## src/shared/mfd_pkg.sv

```systemverilog
/*
 * Constants, register map and state encoding for the motor fault
 * supervisor. Assumes a 250 MHz system clock.
 */
package mfd_pkg;
    // timing
    localparam int unsigned SYS_CLK_HZ = 250_000_000;
    localparam int unsigned SAMPLE_HZ = 500;
    localparam int unsigned SAMPLE_CYCLES = SYS_CLK_HZ / SAMPLE_HZ;
    localparam int unsigned BAUD_RATE = 115200;
    localparam int unsigned BAUD_DIV = SYS_CLK_HZ / BAUD_RATE;
    // data widths and frame
    localparam int ADC_W = 12;
    localparam int IDX_W = 8;
    localparam logic [IDX_W-1:0] FRAME_LAST = 8'hFF;
    localparam int ACC_W = 21;
    localparam int FEAT_W = 22;
    localparam int GAIN_W = 16;
    localparam int DEG_W = 8;
    localparam int HARM_FIRST = 1;
    localparam int HARM_THIRD = 3;
    localparam logic [DEG_W-1:0] DEG_FULL = 8'hFF;
    // panel pin indices
    localparam int NPIN = 5;
    localparam int PIN_RUN = 0;
    localparam int PIN_CLR = 1;
    localparam int PIN_RBTN = 2;
    localparam int PIN_OVC = 3;
    localparam int PIN_FLT = 4;
    // register byte offsets
    localparam logic [11:0] REG_CTRL = 12'h000;
    localparam logic [11:0] REG_BIN = 12'h004;
    localparam logic [11:0] REG_GAIN = 12'h008;
    localparam logic [11:0] REG_STATUS = 12'h00C;
    localparam logic [11:0] REG_FEAT1 = 12'h010;
    localparam logic [11:0] REG_FEAT3 = 12'h014;
    localparam logic [11:0] REG_IRQ_STAT = 12'h018;
    localparam logic [11:0] REG_IRQ_MASK = 12'h01C;
    // fields and reset values
    localparam int CTRL_STREAM = 0;
    localparam logic CTRL_STREAM_RST = 1'b1;
    localparam logic [IDX_W-1:0] BIN_RST = 8'h04;
    localparam logic [GAIN_W-1:0] GAIN_RST = 16'h0100;
    localparam int IRQ_W = 2;
    localparam int IRQ_ERR = 0;
    localparam int IRQ_FRAME = 1;
    localparam logic [IRQ_W-1:0] IRQ_MASK_RST = 2'h0;

    typedef enum logic [1:0] {
        ST_INACTIVE = 2'b00,
        ST_ACTIVE = 2'b01,
        ST_ERROR = 2'b11
    } mfd_state_t;
endpackage

```

## src/shared/mfd_feat_if.sv

```systemverilog
/*
 * Sample stream into the harmonic extractor and features back out.
 * Assumes both ends share sys_clk_in.
 */
`timescale 1ns/10ps
interface mfd_feat_if;
    import mfd_pkg::*;
    logic smp_vld;
    logic [ADC_W-1:0] smp_data;
    logic [IDX_W-1:0] smp_idx;
    logic [IDX_W-1:0] bin;
    logic feat_vld;
    logic [FEAT_W-1:0] h1;
    logic [FEAT_W-1:0] h3;
    modport src(output smp_vld, smp_data, smp_idx, bin,
                input feat_vld, h1, h3);
    modport sink(input smp_vld, smp_data, smp_idx, bin,
                 output feat_vld, h1, h3);
endinterface

```

## src/rtl/mfd_harm.sv

```systemverilog
/*
 * Harmonic feature extractor: correlates each frame against square
 * waves at the fundamental bin and three times it.
 * Assumes samples arrive with their index, 0 to 255, in order.
 */
`timescale 1ns/10ps
module mfd_harm
    import mfd_pkg::*;
(
    // clock and reset
    input wire logic sys_clk_in,
    input wire logic srst_in,
    // stream
    mfd_feat_if.sink fi
);
    function automatic logic [FEAT_W-1:0] absf(
        input logic signed [ACC_W-1:0] v);
        absf = FEAT_W'(v[ACC_W-1] ? -v : v);
    endfunction

    logic [FEAT_W-1:0] mag [2];
    logic last;
    assign last = fi.smp_vld && (fi.smp_idx == FRAME_LAST);

    genvar g;
    generate
        for (g = 0; g < 2; g++) begin : g_harm
            logic signed [ACC_W-1:0] acc_i_reg, acc_q_reg;
            logic signed [ACC_W-1:0] smp, acc_i_next, acc_q_next;
            logic signed [ACC_W-1:0] base_i, base_q;
            logic [IDX_W-1:0] step, phase;
            // square-wave references cancel the dc term over a frame
            assign step = IDX_W'(fi.bin *
                (g == 0 ? HARM_FIRST : HARM_THIRD));
            assign phase = IDX_W'(fi.smp_idx * step);
            assign smp = ACC_W'(signed'({1'b0, fi.smp_data}));
            // index 0 opens a frame, so a cut frame leaves no residue
            assign base_i = (fi.smp_idx == '0) ? '0 : acc_i_reg;
            assign base_q = (fi.smp_idx == '0) ? '0 : acc_q_reg;
            assign acc_i_next = (phase[IDX_W-1] ^ phase[IDX_W-2]) ?
                base_i - smp : base_i + smp;
            assign acc_q_next = phase[IDX_W-1] ?
                base_q - smp : base_q + smp;
            assign mag[g] = absf(acc_i_next) + absf(acc_q_next);
            always_ff @(posedge sys_clk_in) begin
                if (srst_in || last) begin
                    acc_i_reg <= '0;
                    acc_q_reg <= '0;
                end else if (fi.smp_vld) begin
                    acc_i_reg <= acc_i_next;
                    acc_q_reg <= acc_q_next;
                end
            end
        end
    endgenerate

    always_ff @(posedge sys_clk_in) begin
        if (srst_in) begin
            fi.feat_vld <= 1'b0;
            fi.h1 <= '0;
            fi.h3 <= '0;
        end else begin
            fi.feat_vld <= last;
            if (last) begin
                fi.h1 <= mag[0];
                fi.h3 <= mag[1];
            end
        end
    end
endmodule

```

## src/rtl/mfd_uart_tx.sv

```systemverilog
/*
 * Transmit-only 8N1 serial port.
 * Assumes a byte is offered only while ready is high.
 */
`timescale 1ns/10ps
module mfd_uart_tx
    import mfd_pkg::*;
#(
    parameter int unsigned DIV = BAUD_DIV
)(
    // clock and reset
    input wire logic sys_clk_in,
    input wire logic srst_in,
    // byte in
    input wire logic [7:0] data_in,
    input wire logic vld_in,
    output logic rdy_out,
    // line
    output logic tx_out
);
    localparam int CW = $clog2(DIV);
    logic [CW-1:0] baud_reg;
    logic [9:0] shf_reg;
    logic [3:0] bits_reg;

    always_ff @(posedge sys_clk_in) begin
        if (srst_in) begin
            baud_reg <= '0;
            shf_reg <= '1;
            bits_reg <= '0;
            rdy_out <= 1'b1;
            tx_out <= 1'b1;
        end else if (rdy_out) begin
            if (vld_in) begin
                shf_reg <= {1'b1, data_in, 1'b0};
                bits_reg <= 4'hA;
                baud_reg <= CW'(DIV - 1);
                rdy_out <= 1'b0;
                tx_out <= 1'b0;
            end
        end else if (baud_reg != '0) begin
            baud_reg <= baud_reg - 1'b1;
        end else begin
            baud_reg <= CW'(DIV - 1);
            shf_reg <= {1'b1, shf_reg[9:1]};
            tx_out <= shf_reg[1];
            bits_reg <= bits_reg - 1'b1;
            if (bits_reg == 4'h1) begin
                rdy_out <= 1'b1;
                tx_out <= 1'b1;
            end
        end
    end
endmodule

```

## src/rtl/mfd_top.sv

```systemverilog
/*
 * Motor fault supervisor: run/error state machine, panel lamps,
 * speed command, current sampling, frame features, abnormality
 * degree, serial stream to the PC and an APB register file.
 * Assumes panel pins are asynchronous; ADC and knob are on sys_clk_in.
 */
`timescale 1ns/10ps
// Summary of operation
// - start inactive, motor not driven
// - run switch on moves inactive to active
// - error while inactive enters error state
// - active lights run lamp, allows drive
// - error while active enters error state
// - overcurrent or fault lights error lamp
// - reset button or clear on-off clears error
// - active speed follows speed knob
// - 12-bit current samples at sampling rate
// - 256-sample frames processed as unit
// - 0.5 kHz sampling, 115200 baud link
// - first and third harmonic features, no dc
// - normal and abnormal probabilities, abnormal reported
// - active state streams data to PC
module mfd_top
    import mfd_pkg::*;
#(
    parameter int unsigned SAMPLE_DIV = SAMPLE_CYCLES
)(
    // clock and reset
    input wire logic sys_clk_in,
    input wire logic srst_in,
    // apb slave
    input wire logic [11:0] paddr_in,
    input wire logic psel_in,
    input wire logic penable_in,
    input wire logic pwrite_in,
    input wire logic [31:0] pwdata_in,
    output logic [31:0] prdata_out,
    output logic pready_out,
    output logic pslverr_out,
    // panel pins
    input wire logic run_switch_in,
    input wire logic error_clear_switch_in,
    input wire logic reset_button_in,
    input wire logic overcurrent_in,
    input wire logic fault_in,
    // speed knob and adc unit
    input wire logic [ADC_W-1:0] speed_knob_in,
    input wire logic adc_done_in,
    input wire logic [ADC_W-1:0] adc_data_in,
    output logic adc_start_out,
    // lamps and drive
    output logic run_indicator_out,
    output logic error_indicator_out,
    output logic motor_drive_en_out,
    output logic [ADC_W-1:0] speed_cmd_out,
    // pc serial channel and interrupt
    output logic pc_serial_tx_out,
    output logic irq_out
);
    localparam int SW = $clog2(SAMPLE_DIV);

    function automatic logic addr_ok(input logic [11:0] a);
        addr_ok = (a == REG_CTRL) || (a == REG_BIN) ||
            (a == REG_GAIN) || (a == REG_STATUS) ||
            (a == REG_FEAT1) || (a == REG_FEAT3) ||
            (a == REG_IRQ_STAT) || (a == REG_IRQ_MASK);
    endfunction

    // pin synchronisers
    logic [NPIN-1:0] pin_raw, s1_reg, s2_reg, s3_reg, flt_reg;
    logic clr_prev_reg, clr_fall, err_evt;
    assign pin_raw = {fault_in, overcurrent_in, reset_button_in,
        error_clear_switch_in, run_switch_in};

    always_ff @(posedge sys_clk_in) begin
        if (srst_in) begin
            s1_reg <= '0;
            s2_reg <= '0;
            s3_reg <= '0;
            flt_reg <= '0;
            clr_prev_reg <= 1'b0;
        end else begin
            s1_reg <= pin_raw;
            s2_reg <= s1_reg;
            s3_reg <= s2_reg;
            flt_reg <= (~(s2_reg ^ s3_reg) & s2_reg) |
                ((s2_reg ^ s3_reg) & flt_reg);
            clr_prev_reg <= flt_reg[PIN_CLR];
        end
    end
    assign clr_fall = clr_prev_reg && !flt_reg[PIN_CLR];
    assign err_evt = flt_reg[PIN_OVC] || flt_reg[PIN_FLT];

    // supervisory state machine
    mfd_state_t state_reg, state_next;
    always_comb begin
        state_next = state_reg;
        case (state_reg)
            ST_INACTIVE: begin
                if (err_evt)
                    state_next = ST_ERROR;
                else if (flt_reg[PIN_RUN])
                    state_next = ST_ACTIVE;
            end
            ST_ACTIVE: begin
                if (err_evt)
                    state_next = ST_ERROR;
                else if (flt_reg[PIN_RBTN] || !flt_reg[PIN_RUN])
                    state_next = ST_INACTIVE;
            end
            ST_ERROR: begin
                if (!err_evt && (flt_reg[PIN_RBTN] || clr_fall))
                    state_next = ST_INACTIVE;
            end
            default: state_next = ST_INACTIVE;
        endcase
    end

    always_ff @(posedge sys_clk_in) begin
        if (srst_in) begin
            state_reg <= ST_INACTIVE;
            run_indicator_out <= 1'b0;
            error_indicator_out <= 1'b0;
            motor_drive_en_out <= 1'b0;
            speed_cmd_out <= '0;
        end else begin
            state_reg <= state_next;
            run_indicator_out <= state_next == ST_ACTIVE;
            motor_drive_en_out <= state_next == ST_ACTIVE;
            error_indicator_out <= state_next == ST_ERROR;
            speed_cmd_out <= (state_next == ST_ACTIVE) ?
                speed_knob_in : '0;
        end
    end

    // sampling and frame collection
    logic [SW-1:0] tick_reg;
    logic smp_vld_reg;
    logic [ADC_W-1:0] smp_data_reg;
    logic [IDX_W-1:0] smp_idx_reg, idx_reg;
    logic active, capture;
    logic ctrl_stream_reg;
    logic [IDX_W-1:0] bin_reg;
    assign active = state_reg == ST_ACTIVE;
    assign capture = active && adc_done_in;

    always_ff @(posedge sys_clk_in) begin
        if (srst_in) begin
            tick_reg <= '0;
            adc_start_out <= 1'b0;
        end else begin
            tick_reg <= (tick_reg == SW'(SAMPLE_DIV - 1)) ?
                '0 : tick_reg + 1'b1;
            adc_start_out <= active &&
                (tick_reg == SW'(SAMPLE_DIV - 1));
        end
    end

    always_ff @(posedge sys_clk_in) begin
        if (srst_in || !active) begin
            smp_vld_reg <= 1'b0;
            smp_data_reg <= '0;
            smp_idx_reg <= '0;
            idx_reg <= '0;
        end else begin
            smp_vld_reg <= capture;
            if (capture) begin
                smp_data_reg <= adc_data_in;
                smp_idx_reg <= idx_reg;
                idx_reg <= idx_reg + 1'b1;
            end
        end
    end

    mfd_feat_if fi();
    assign fi.smp_vld = smp_vld_reg;
    assign fi.smp_data = smp_data_reg;
    assign fi.smp_idx = smp_idx_reg;
    assign fi.bin = bin_reg;

    mfd_harm u_harm (
        .sys_clk_in(sys_clk_in),
        .srst_in(srst_in),
        .fi(fi)
    );

    // classifier: abnormal share grows with third-harmonic energy
    logic [GAIN_W-1:0] gain_reg;
    logic [FEAT_W-1:0] h1_reg, h3_reg;
    logic [DEG_W-1:0] abn_reg, norm_reg, abn_next;
    logic [FEAT_W+GAIN_W-1:0] prod;
    assign prod = fi.h3 * gain_reg;
    assign abn_next = (|prod[FEAT_W+GAIN_W-1:GAIN_W]) ?
        DEG_FULL : prod[GAIN_W-1:GAIN_W-DEG_W];

    always_ff @(posedge sys_clk_in) begin
        if (srst_in) begin
            h1_reg <= '0;
            h3_reg <= '0;
            abn_reg <= '0;
            norm_reg <= DEG_FULL;
        end else if (fi.feat_vld) begin
            h1_reg <= fi.h1;
            h3_reg <= fi.h3;
            abn_reg <= abn_next;
            norm_reg <= DEG_FULL - abn_next;
        end
    end

    // serial stream: sample high, sample low, then degree per frame
    logic hi_pend_reg, lo_pend_reg, deg_pend_reg;
    logic [ADC_W-1:0] tx_smp_reg;
    logic [DEG_W-1:0] tx_deg_reg, tx_byte;
    logic uart_rdy, take_hi, take_lo, take_deg, set_smp;
    assign set_smp = smp_vld_reg && ctrl_stream_reg;
    assign take_hi = uart_rdy && hi_pend_reg;
    assign take_lo = uart_rdy && !hi_pend_reg && lo_pend_reg;
    assign take_deg = uart_rdy && !hi_pend_reg && !lo_pend_reg &&
        deg_pend_reg;
    assign tx_byte = take_hi ? DEG_W'(tx_smp_reg >> DEG_W) :
        take_lo ? tx_smp_reg[DEG_W-1:0] : tx_deg_reg;

    always_ff @(posedge sys_clk_in) begin
        if (srst_in) begin
            hi_pend_reg <= 1'b0;
            lo_pend_reg <= 1'b0;
            deg_pend_reg <= 1'b0;
            tx_smp_reg <= '0;
            tx_deg_reg <= '0;
        end else begin
            hi_pend_reg <= (hi_pend_reg && !take_hi) || set_smp;
            lo_pend_reg <= (lo_pend_reg && !take_lo) || set_smp;
            deg_pend_reg <= (deg_pend_reg && !take_deg) ||
                (fi.feat_vld && active);
            if (set_smp)
                tx_smp_reg <= smp_data_reg;
            if (fi.feat_vld)
                tx_deg_reg <= abn_next;
        end
    end

    mfd_uart_tx #(.DIV(BAUD_DIV)) u_uart (
        .sys_clk_in(sys_clk_in),
        .srst_in(srst_in),
        .data_in(tx_byte),
        .vld_in(take_hi || take_lo || take_deg),
        .rdy_out(uart_rdy),
        .tx_out(pc_serial_tx_out)
    );

    // apb register file, one wait-free access phase
    logic [IRQ_W-1:0] irq_stat_reg, irq_mask_reg, irq_evt;
    logic setup, wr;
    logic [31:0] rd_data;
    assign setup = psel_in && !penable_in;
    assign wr = psel_in && penable_in && pready_out && pwrite_in;

    always_comb begin
        rd_data = '0;
        case (paddr_in)
            REG_CTRL: rd_data[CTRL_STREAM] = ctrl_stream_reg;
            REG_BIN: rd_data = 32'(bin_reg);
            REG_GAIN: rd_data = 32'(gain_reg);
            REG_STATUS: rd_data = 32'({norm_reg, abn_reg,
                6'h00, state_reg});
            REG_FEAT1: rd_data = 32'(h1_reg);
            REG_FEAT3: rd_data = 32'(h3_reg);
            REG_IRQ_STAT: rd_data = 32'(irq_stat_reg);
            REG_IRQ_MASK: rd_data = 32'(irq_mask_reg);
            default: rd_data = '0;
        endcase
    end

    always_ff @(posedge sys_clk_in) begin
        if (srst_in) begin
            pready_out <= 1'b0;
            pslverr_out <= 1'b0;
            prdata_out <= '0;
        end else begin
            pready_out <= setup;
            pslverr_out <= setup && !addr_ok(paddr_in);
            if (setup)
                prdata_out <= pwrite_in ? '0 : rd_data;
        end
    end

    always_ff @(posedge sys_clk_in) begin
        if (srst_in) begin
            ctrl_stream_reg <= CTRL_STREAM_RST;
            bin_reg <= BIN_RST;
            gain_reg <= GAIN_RST;
            irq_mask_reg <= IRQ_MASK_RST;
        end else if (wr) begin
            case (paddr_in)
                REG_CTRL: ctrl_stream_reg <= pwdata_in[CTRL_STREAM];
                REG_BIN: bin_reg <= pwdata_in[IDX_W-1:0];
                REG_GAIN: gain_reg <= pwdata_in[GAIN_W-1:0];
                REG_IRQ_MASK: irq_mask_reg <= pwdata_in[IRQ_W-1:0];
                default: ;
            endcase
        end
    end

    // sticky events; a new event wins over a write-one clear
    assign irq_evt[IRQ_ERR] = state_next == ST_ERROR &&
        state_reg != ST_ERROR;
    assign irq_evt[IRQ_FRAME] = fi.feat_vld;
    always_ff @(posedge sys_clk_in) begin
        if (srst_in) begin
            irq_stat_reg <= '0;
            irq_out <= 1'b0;
        end else begin
            irq_stat_reg <= (irq_stat_reg &
                ~((wr && paddr_in == REG_IRQ_STAT) ?
                pwdata_in[IRQ_W-1:0] : '0)) | irq_evt;
            irq_out <= |(irq_stat_reg & irq_mask_reg);
        end
    end
endmodule

```

## config.mk

```make
export PLATFORM = sky130hd
export DESIGN_NAME = mfd_top
export DESIGN_NICKNAME = d
export VERILOG_FILES = /design/src/shared/mfd_pkg.sv /design/src/shared/mfd_feat_if.sv /design/src/rtl/mfd_harm.sv /design/src/rtl/mfd_uart_tx.sv /design/src/rtl/mfd_top.sv
export SDC_FILE = /design/constraint.sdc
export NUM_CORES = 2
export LEC_CHECK = 0
export BUFFER_PORTS_ARGS = -buffer_cell sky130_fd_sc_hd__buf_4
export CORE_AREA = 2 2 351 353
export DETAILED_ROUTE_END_ITERATION = 10
export DIE_AREA = 0 0 353 355
export GPL_TIMING_DRIVEN = 0
export PLACE_DENSITY_LB_ADDON = 0.3
export SYNTH_ARGS = -nofsm -noshare
export SYNTH_HDL_FRONTEND = slang
export SYNTH_HIERARCHICAL = 1
export SYNTH_SLANG_ARGS = --single-unit
export TNS_END_PERCENT = 10
```

## constraint.sdc

```tcl
create_clock -name sys_clk_in -period 10.83 [get_ports sys_clk_in]
set_clock_uncertainty 0.15 [all_clocks]
set_input_delay 0.5415 -clock sys_clk_in [delete_from_list [all_inputs] [get_ports sys_clk_in]]
set_output_delay 0.5415 -clock sys_clk_in [all_outputs]
set_load 0.02 [all_outputs]
```

# After elaboration in Yosys (flattened, before gate mapping)
# Index checks and enable logic that the tools add are counted.
# word_totals
reg_bits	382
word_cells	201
output_inout_bits	52
inputBits	79
# op_classes
mux	42
mul	4
n_eq_ne	17
bitwise	12
addsub	19
n_reduce_logical	63
# op_table
operator	n
2-to-1 mux 21 bit	8
case mux 23 bit (7 select lines)	1
2-to-1 mux 22 bit	4
negation 21 -> 22 bit	4
adder 21 x 13 -> 21 bit	4
subtractor 21 x 13 -> 21 bit	4
== test 12 x 5 -> 1 bit (second input constant)	4
adder 22 bit	2
multiplier 22 x 16 -> 38 bit	1
2-to-1 mux 12 bit	3
2-to-1 mux 32 bit	1
2-to-1 mux 10 bit	3
== test 12 x 4 -> 1 bit (second input constant)	2
2-to-1 mux 8 bit	3
logical AND 1 bit	22
OR reduction 22 bit	1
adder 19 x 1 -> 19 bit (second input constant)	1
== test 19 bit (second input constant)	1
logical OR 1 bit	17
multiplier 8 x 8 -> 8 bit	2
== test 12 x 3 -> 1 bit (second input constant)	1
logical NOT 12 bit	1
2-to-1 mux 2 bit	6
2-to-1 mux 4 bit	3
other kinds (29)	58

# Depth between registers and ports, before layout
# logic_depth
ltp_word	10
ltp_mapped	46
ltp_nobuf	43

# By module
# The synthesis kept the hierarchy.
# by_module_without_submodules
mod	cells_each	seq_area_each_um2	area_per_inst_um2	instances
mfd_top	2231	4344.2	19917.9	1
mfd_harm	1967	2582.5	15018.2	1
mfd_uart_tx	155	520.5	1298.7	1

# Worst setup path after synthesis
# Ideal clock, no wire load.
# synth_timing
path_type	reg2reg
start	reg bin_reg[1]
end	reg u_harm.fi.h3[14]
setup_ns	0.117
required_ns	10.563
arrival_time_ns	10.444
path_slack_ns	0.118
path_stages_with_launch	45
path_cell_list	dfxtp_1 -> ha_1 -> a211oi_1 -> o21ba_2 -> nor2_1 -> and2_1 -> fa_1 -> fa_1 -> ha_1 -> inv_1 -> fa_1 -> inv_1 -> ha_1 -> a21oi_1 -> o21ai_1 -> a21oi_1 -> xnor3_1 -> xnor3_1 -> [... 9 more ...] -> a211oi_1 -> nor3_1 -> a31oi_1 -> xnor2_1 -> buf_2 -> nor2_1 -> xnor2_1 -> ha_1 -> nor2b_1 -> o21ai_0 -> a21oi_1 -> o31a_1 -> a41oi_1 -> a21boi_0 -> o21a_1 -> o21a_1 -> or3_1 -> a32o_1
# synth_via
elab_chain_len	7
word_cells_on_any_way	10
cone_classes	add/sub: 3; mul: 2; mux: 4; bitwise: 1
# synth_rtl
element	line_no	text
start: declaration	mfd_top.sv:143	logic [IDX_W-1:0] bin_reg;
start signal: assignment	mfd_top.sv:296	REG_BIN: bin_reg <= pwdata_in[IDX_W-1:0];
multiplier 8 x 2 -> 8 bit *	mfd_harm.sv:33	assign step = IDX_W'(fi.bin *
multiplier 8 x 8 -> 8 bit *	mfd_harm.sv:35	assign phase = IDX_W'(fi.smp_idx * step);
XOR 1 bit	mfd_harm.sv:40	assign acc_i_next = (phase[IDX_W-1] ^ phase[IDX_W-2]) ?
2-to-1 mux 21 bit	mfd_harm.sv:40	
negation 21 -> 22 bit	mfd_harm.sv:18	absf = FEAT_W'(v[ACC_W-1] ? -v : v);
2-to-1 mux 22 bit	mfd_harm.sv:18	
adder 22 bit *	mfd_harm.sv:44	assign mag[g] = absf(acc_i_next) + absf(acc_q_next);
end signal: assignment	mfd_harm.sv:66	fi.h3 <= mag[1];
end: declaration	mfd_feat_if.sv:18	output feat_vld, h1, h3);
# Every way passes the cells marked *; elsewhere a longest branch is shown, timed or not.
# A chain may end at the register's enable or synchronous reset.

# Final worst setup path
# layout_timing
start	reg bin_reg[1]
end	reg u_harm.fi.h3[19]
# Same word-level chain as after synthesis.

==> key figures <==
Timing
  – Final min period: 10.56 ns
  – Fmax: 0.0947 GHz
  – Max-slew headroom: 12.8%
  – Tcrit/Tclk final: 97.5%
  – Hold Fails Final Rpt: 0
  – TNS Setup: 0 ns
  – Final setup vio count: 0
  – Final Max Slew Viols: 0
  – Actual slew at the worst max-slew pin: about 1.3 ns
  – RSZ-0062 raised after global routing: yes

Status
  – Status: finished clean

Logic synthesis
  – Largest cells by area after synthesis: dfxtp_1, fa_1, ha_1
  – Most instantiated cells after synthesis: nand2_1, nor2_1, dfxtp_1, inv_1, and2_1
  – Post-synth EDFFs: 0
  – Yosys warns: 6
  – Asr flop ratio synth: 0%
  – Top-count cell post-synth: nand2_1
  – Number of synthesized register bits: 372
  – Area leader, netlist: dfxtp_1
  – Top-area cell type share of the netlist area: 20.6%
  – Mapped cell area: 36,200 sq um
  – Avg Cell Area, Syn: 8.32 sq um
  – Primary FF master, synth: dfxtp_1
  – Register area share after synthesis: 20.6%
  – Synth Instances: 4,353
  – Number of distinct library cells after synthesis: 98

Power
  – P_leak: ~17 nW
  – Total power: approximately 3.3 mW
  – PwrDens: just under 80 nW/um^2
  – Max VDD drop: 0.0000959 V

Floorplanning
  – Die ar.: 125,000 sq um
  – CORE AREA: roughly 120,000 sq um
  – Die height: ~360 um
  – Initial core utilization: 29.8%
  – Die X: 353 um
  – Placement Rows: 128
  – I/O pins: 131

Cells and area
  – Fin area: 42,000 sq um
  – N_diodes: 0
  – Fin util: 34.6%
  – Area Growth Syn to Fin: 15.9%
  – NumNets Final: 5,244
  – Share of cells above drive strength 1: 9.65%
  – Fin cells: 6,245

Placed design
  – Placed Instances: 6,092
  – GP Congestion: 0.908
  – HPWL after DPL: 97,800 um
  – Placed Area: 39,100 sq um
  – I/O Buffers: 105

Clocking
  – Clock net sink count: 372
  – Clock Latency Late Sink: 0.60 ns
  – Clk slew on worst S/H paths: 0.06 ns
  – CTS tree: yes
  – # H-tree levels: 2
  – Total CTS buffers: 43
  – CTS Buffer Depth: 3
  – CTS root buf: clkbuf_16

Critical path
  – Crit path max-delay cell type: fa_1
  – Startpoint types: flip-flop
  – Critical path endpoint category: flip-flop
  – Worst Setup Path Type: reg2reg
  – Critical path data required time: about 11 ns
  – CP dominant cell by count: buf_4
  – Top cell family by delay on the critical path: adder cells
  – Buf/Inv on CP: 17
  – Crit-path max cell delay: 0.53 ns
  – CP arrival: between 10 and 15 ns
  – CP Max Fanout: 7

Global routing
  – Maximum number of pins on one net before global-route repair: 14
  – Number of global-route vias before repair: 31,168
  – Total track usage: about a fifth
  – Global-route wire length before repair: 187,000 um
  – Initial antenna violation count: 18
  – Global route total overflow: 0

Drt
  – Drt drc: 0
  – Met2 wire len: 56,100 um
  – Met3 WL: 7820 um
  – Top Metal Used: met5
  – Routed vias: ~32,000
  – Post-DRT Antenna Nets: 0
  – DR WL/cell: 19.6 um
  – WL met1: 54,500 um
  – Vias/cell: between 5 and 6
  – Router iterations before antenna repair: 5
  – Routed WL: 122,000 um
  – Starting DRC count in detailed routing: about 2,200

Job
  – MaxCap Viol Count: 0

Min path
  – HP Class: in2reg
## timing repair
action | in CTS | in global routing
setup buffers | 27 | 32
pin swaps | 17 | 53
setup endpoints to repair | 24 | 26
gates resized for setup | 64 | 99
endpoints found under the hold margin | 16 | 0
hold buffers | 16 | 0
## cell usage in the layout, fill, tap and decap left out, types with 47 or more instances in the layout
cell	Yosys	layout
o21ai_0	132	125
and2_1	335	334
a21oi_1	218	210
clkbuf_1	178	178
ha_1	272	258
buf_4	12	177
xnor2_1	131	121
o21a_1	60	60
inv_1	372	371
dfxtp_1	372	367
nor2b_1	47	47
fa_1	306	302
nand3_1	58	58
nor2_1	395	386
xor2_1	137	122
nand2_1	497	494
mux2i_1	133	133
nor3_1	62	60
## final cells by class
class | count | area, sq um
timing repair buffer | 182 | 1410
multi-input combinational | 3392 | 27200
buffer | 222 | 982
sequential | 372 | 7460
tap | 1625 | 2030
clock inverter | 19 | 267
clock buffer | 59 | 1240
fill | 12803 | 79400
inverter | 374 | 1400
## through the flow
step           worst slack, ns  hold WS (ns)
2_1_floorplan            0.118         0.264
3_3_place_gp             -2.21         0.267
3_5_place_dp             -2.29         0.274
4_1_cts                0.00641        0.0138
5_1_grt                -0.0719        0.0217
6_report                 0.269        0.0361
## power breakdown
group / switching (mW) / leakage [nW] / internal [mW]
Combinational: 0.198 / 13.2 / 0.127
Clock: 0.639 / 0.739 / 0.924
Sequential: 0.00246 / 3.00 / 1.37
Total: 0.840 / 17.0 / 2.42
## kinds of logic after synthesis
| logic type | Yosys count | share of synthesized area, % |
|---|---|---|
| simple gates | 1611 | 21.7 |
| compound gates | 783 | 14.3 |
| buf+inv | 596 | 6.44 |
| fa+ha+maj | 578 | 26.3 |
| flops | 372 | 20.6 |
| xor+xnor | 274 | 6.82 |
| mux | 138 | 3.86 |
| other cells | 1 | 0.0103 |
## per-layer routing
metal,vias to the layer above,track usage (%)
met1,15572,25.8
met2,901,31.5
met4,20,5.58
met3,194,2.81
met5,-,0
li1,15046,-
## worst paths after layout
check	end	startpoint	depth (start not counted)	slack (ns)
worst max register to register	u_harm/fi.h3[19]$_SDFFE_PP0P_	bin_reg[1]$_SDFFE_PP0P_	50	0.27
worst max-delay path	u_harm/fi.h3[19]$_SDFFE_PP0P_	bin_reg[1]$_SDFFE_PP0P_	50	0.27
worst min register to register	s2_reg[4]$_SDFF_PP0_	s1_reg[4]$_SDFF_PP0_	1	0.29
worst min-delay path	s1_reg[2]$_SDFF_PP0_	reset_button_in	2	0.04
(Power assumes the default switching activity.)
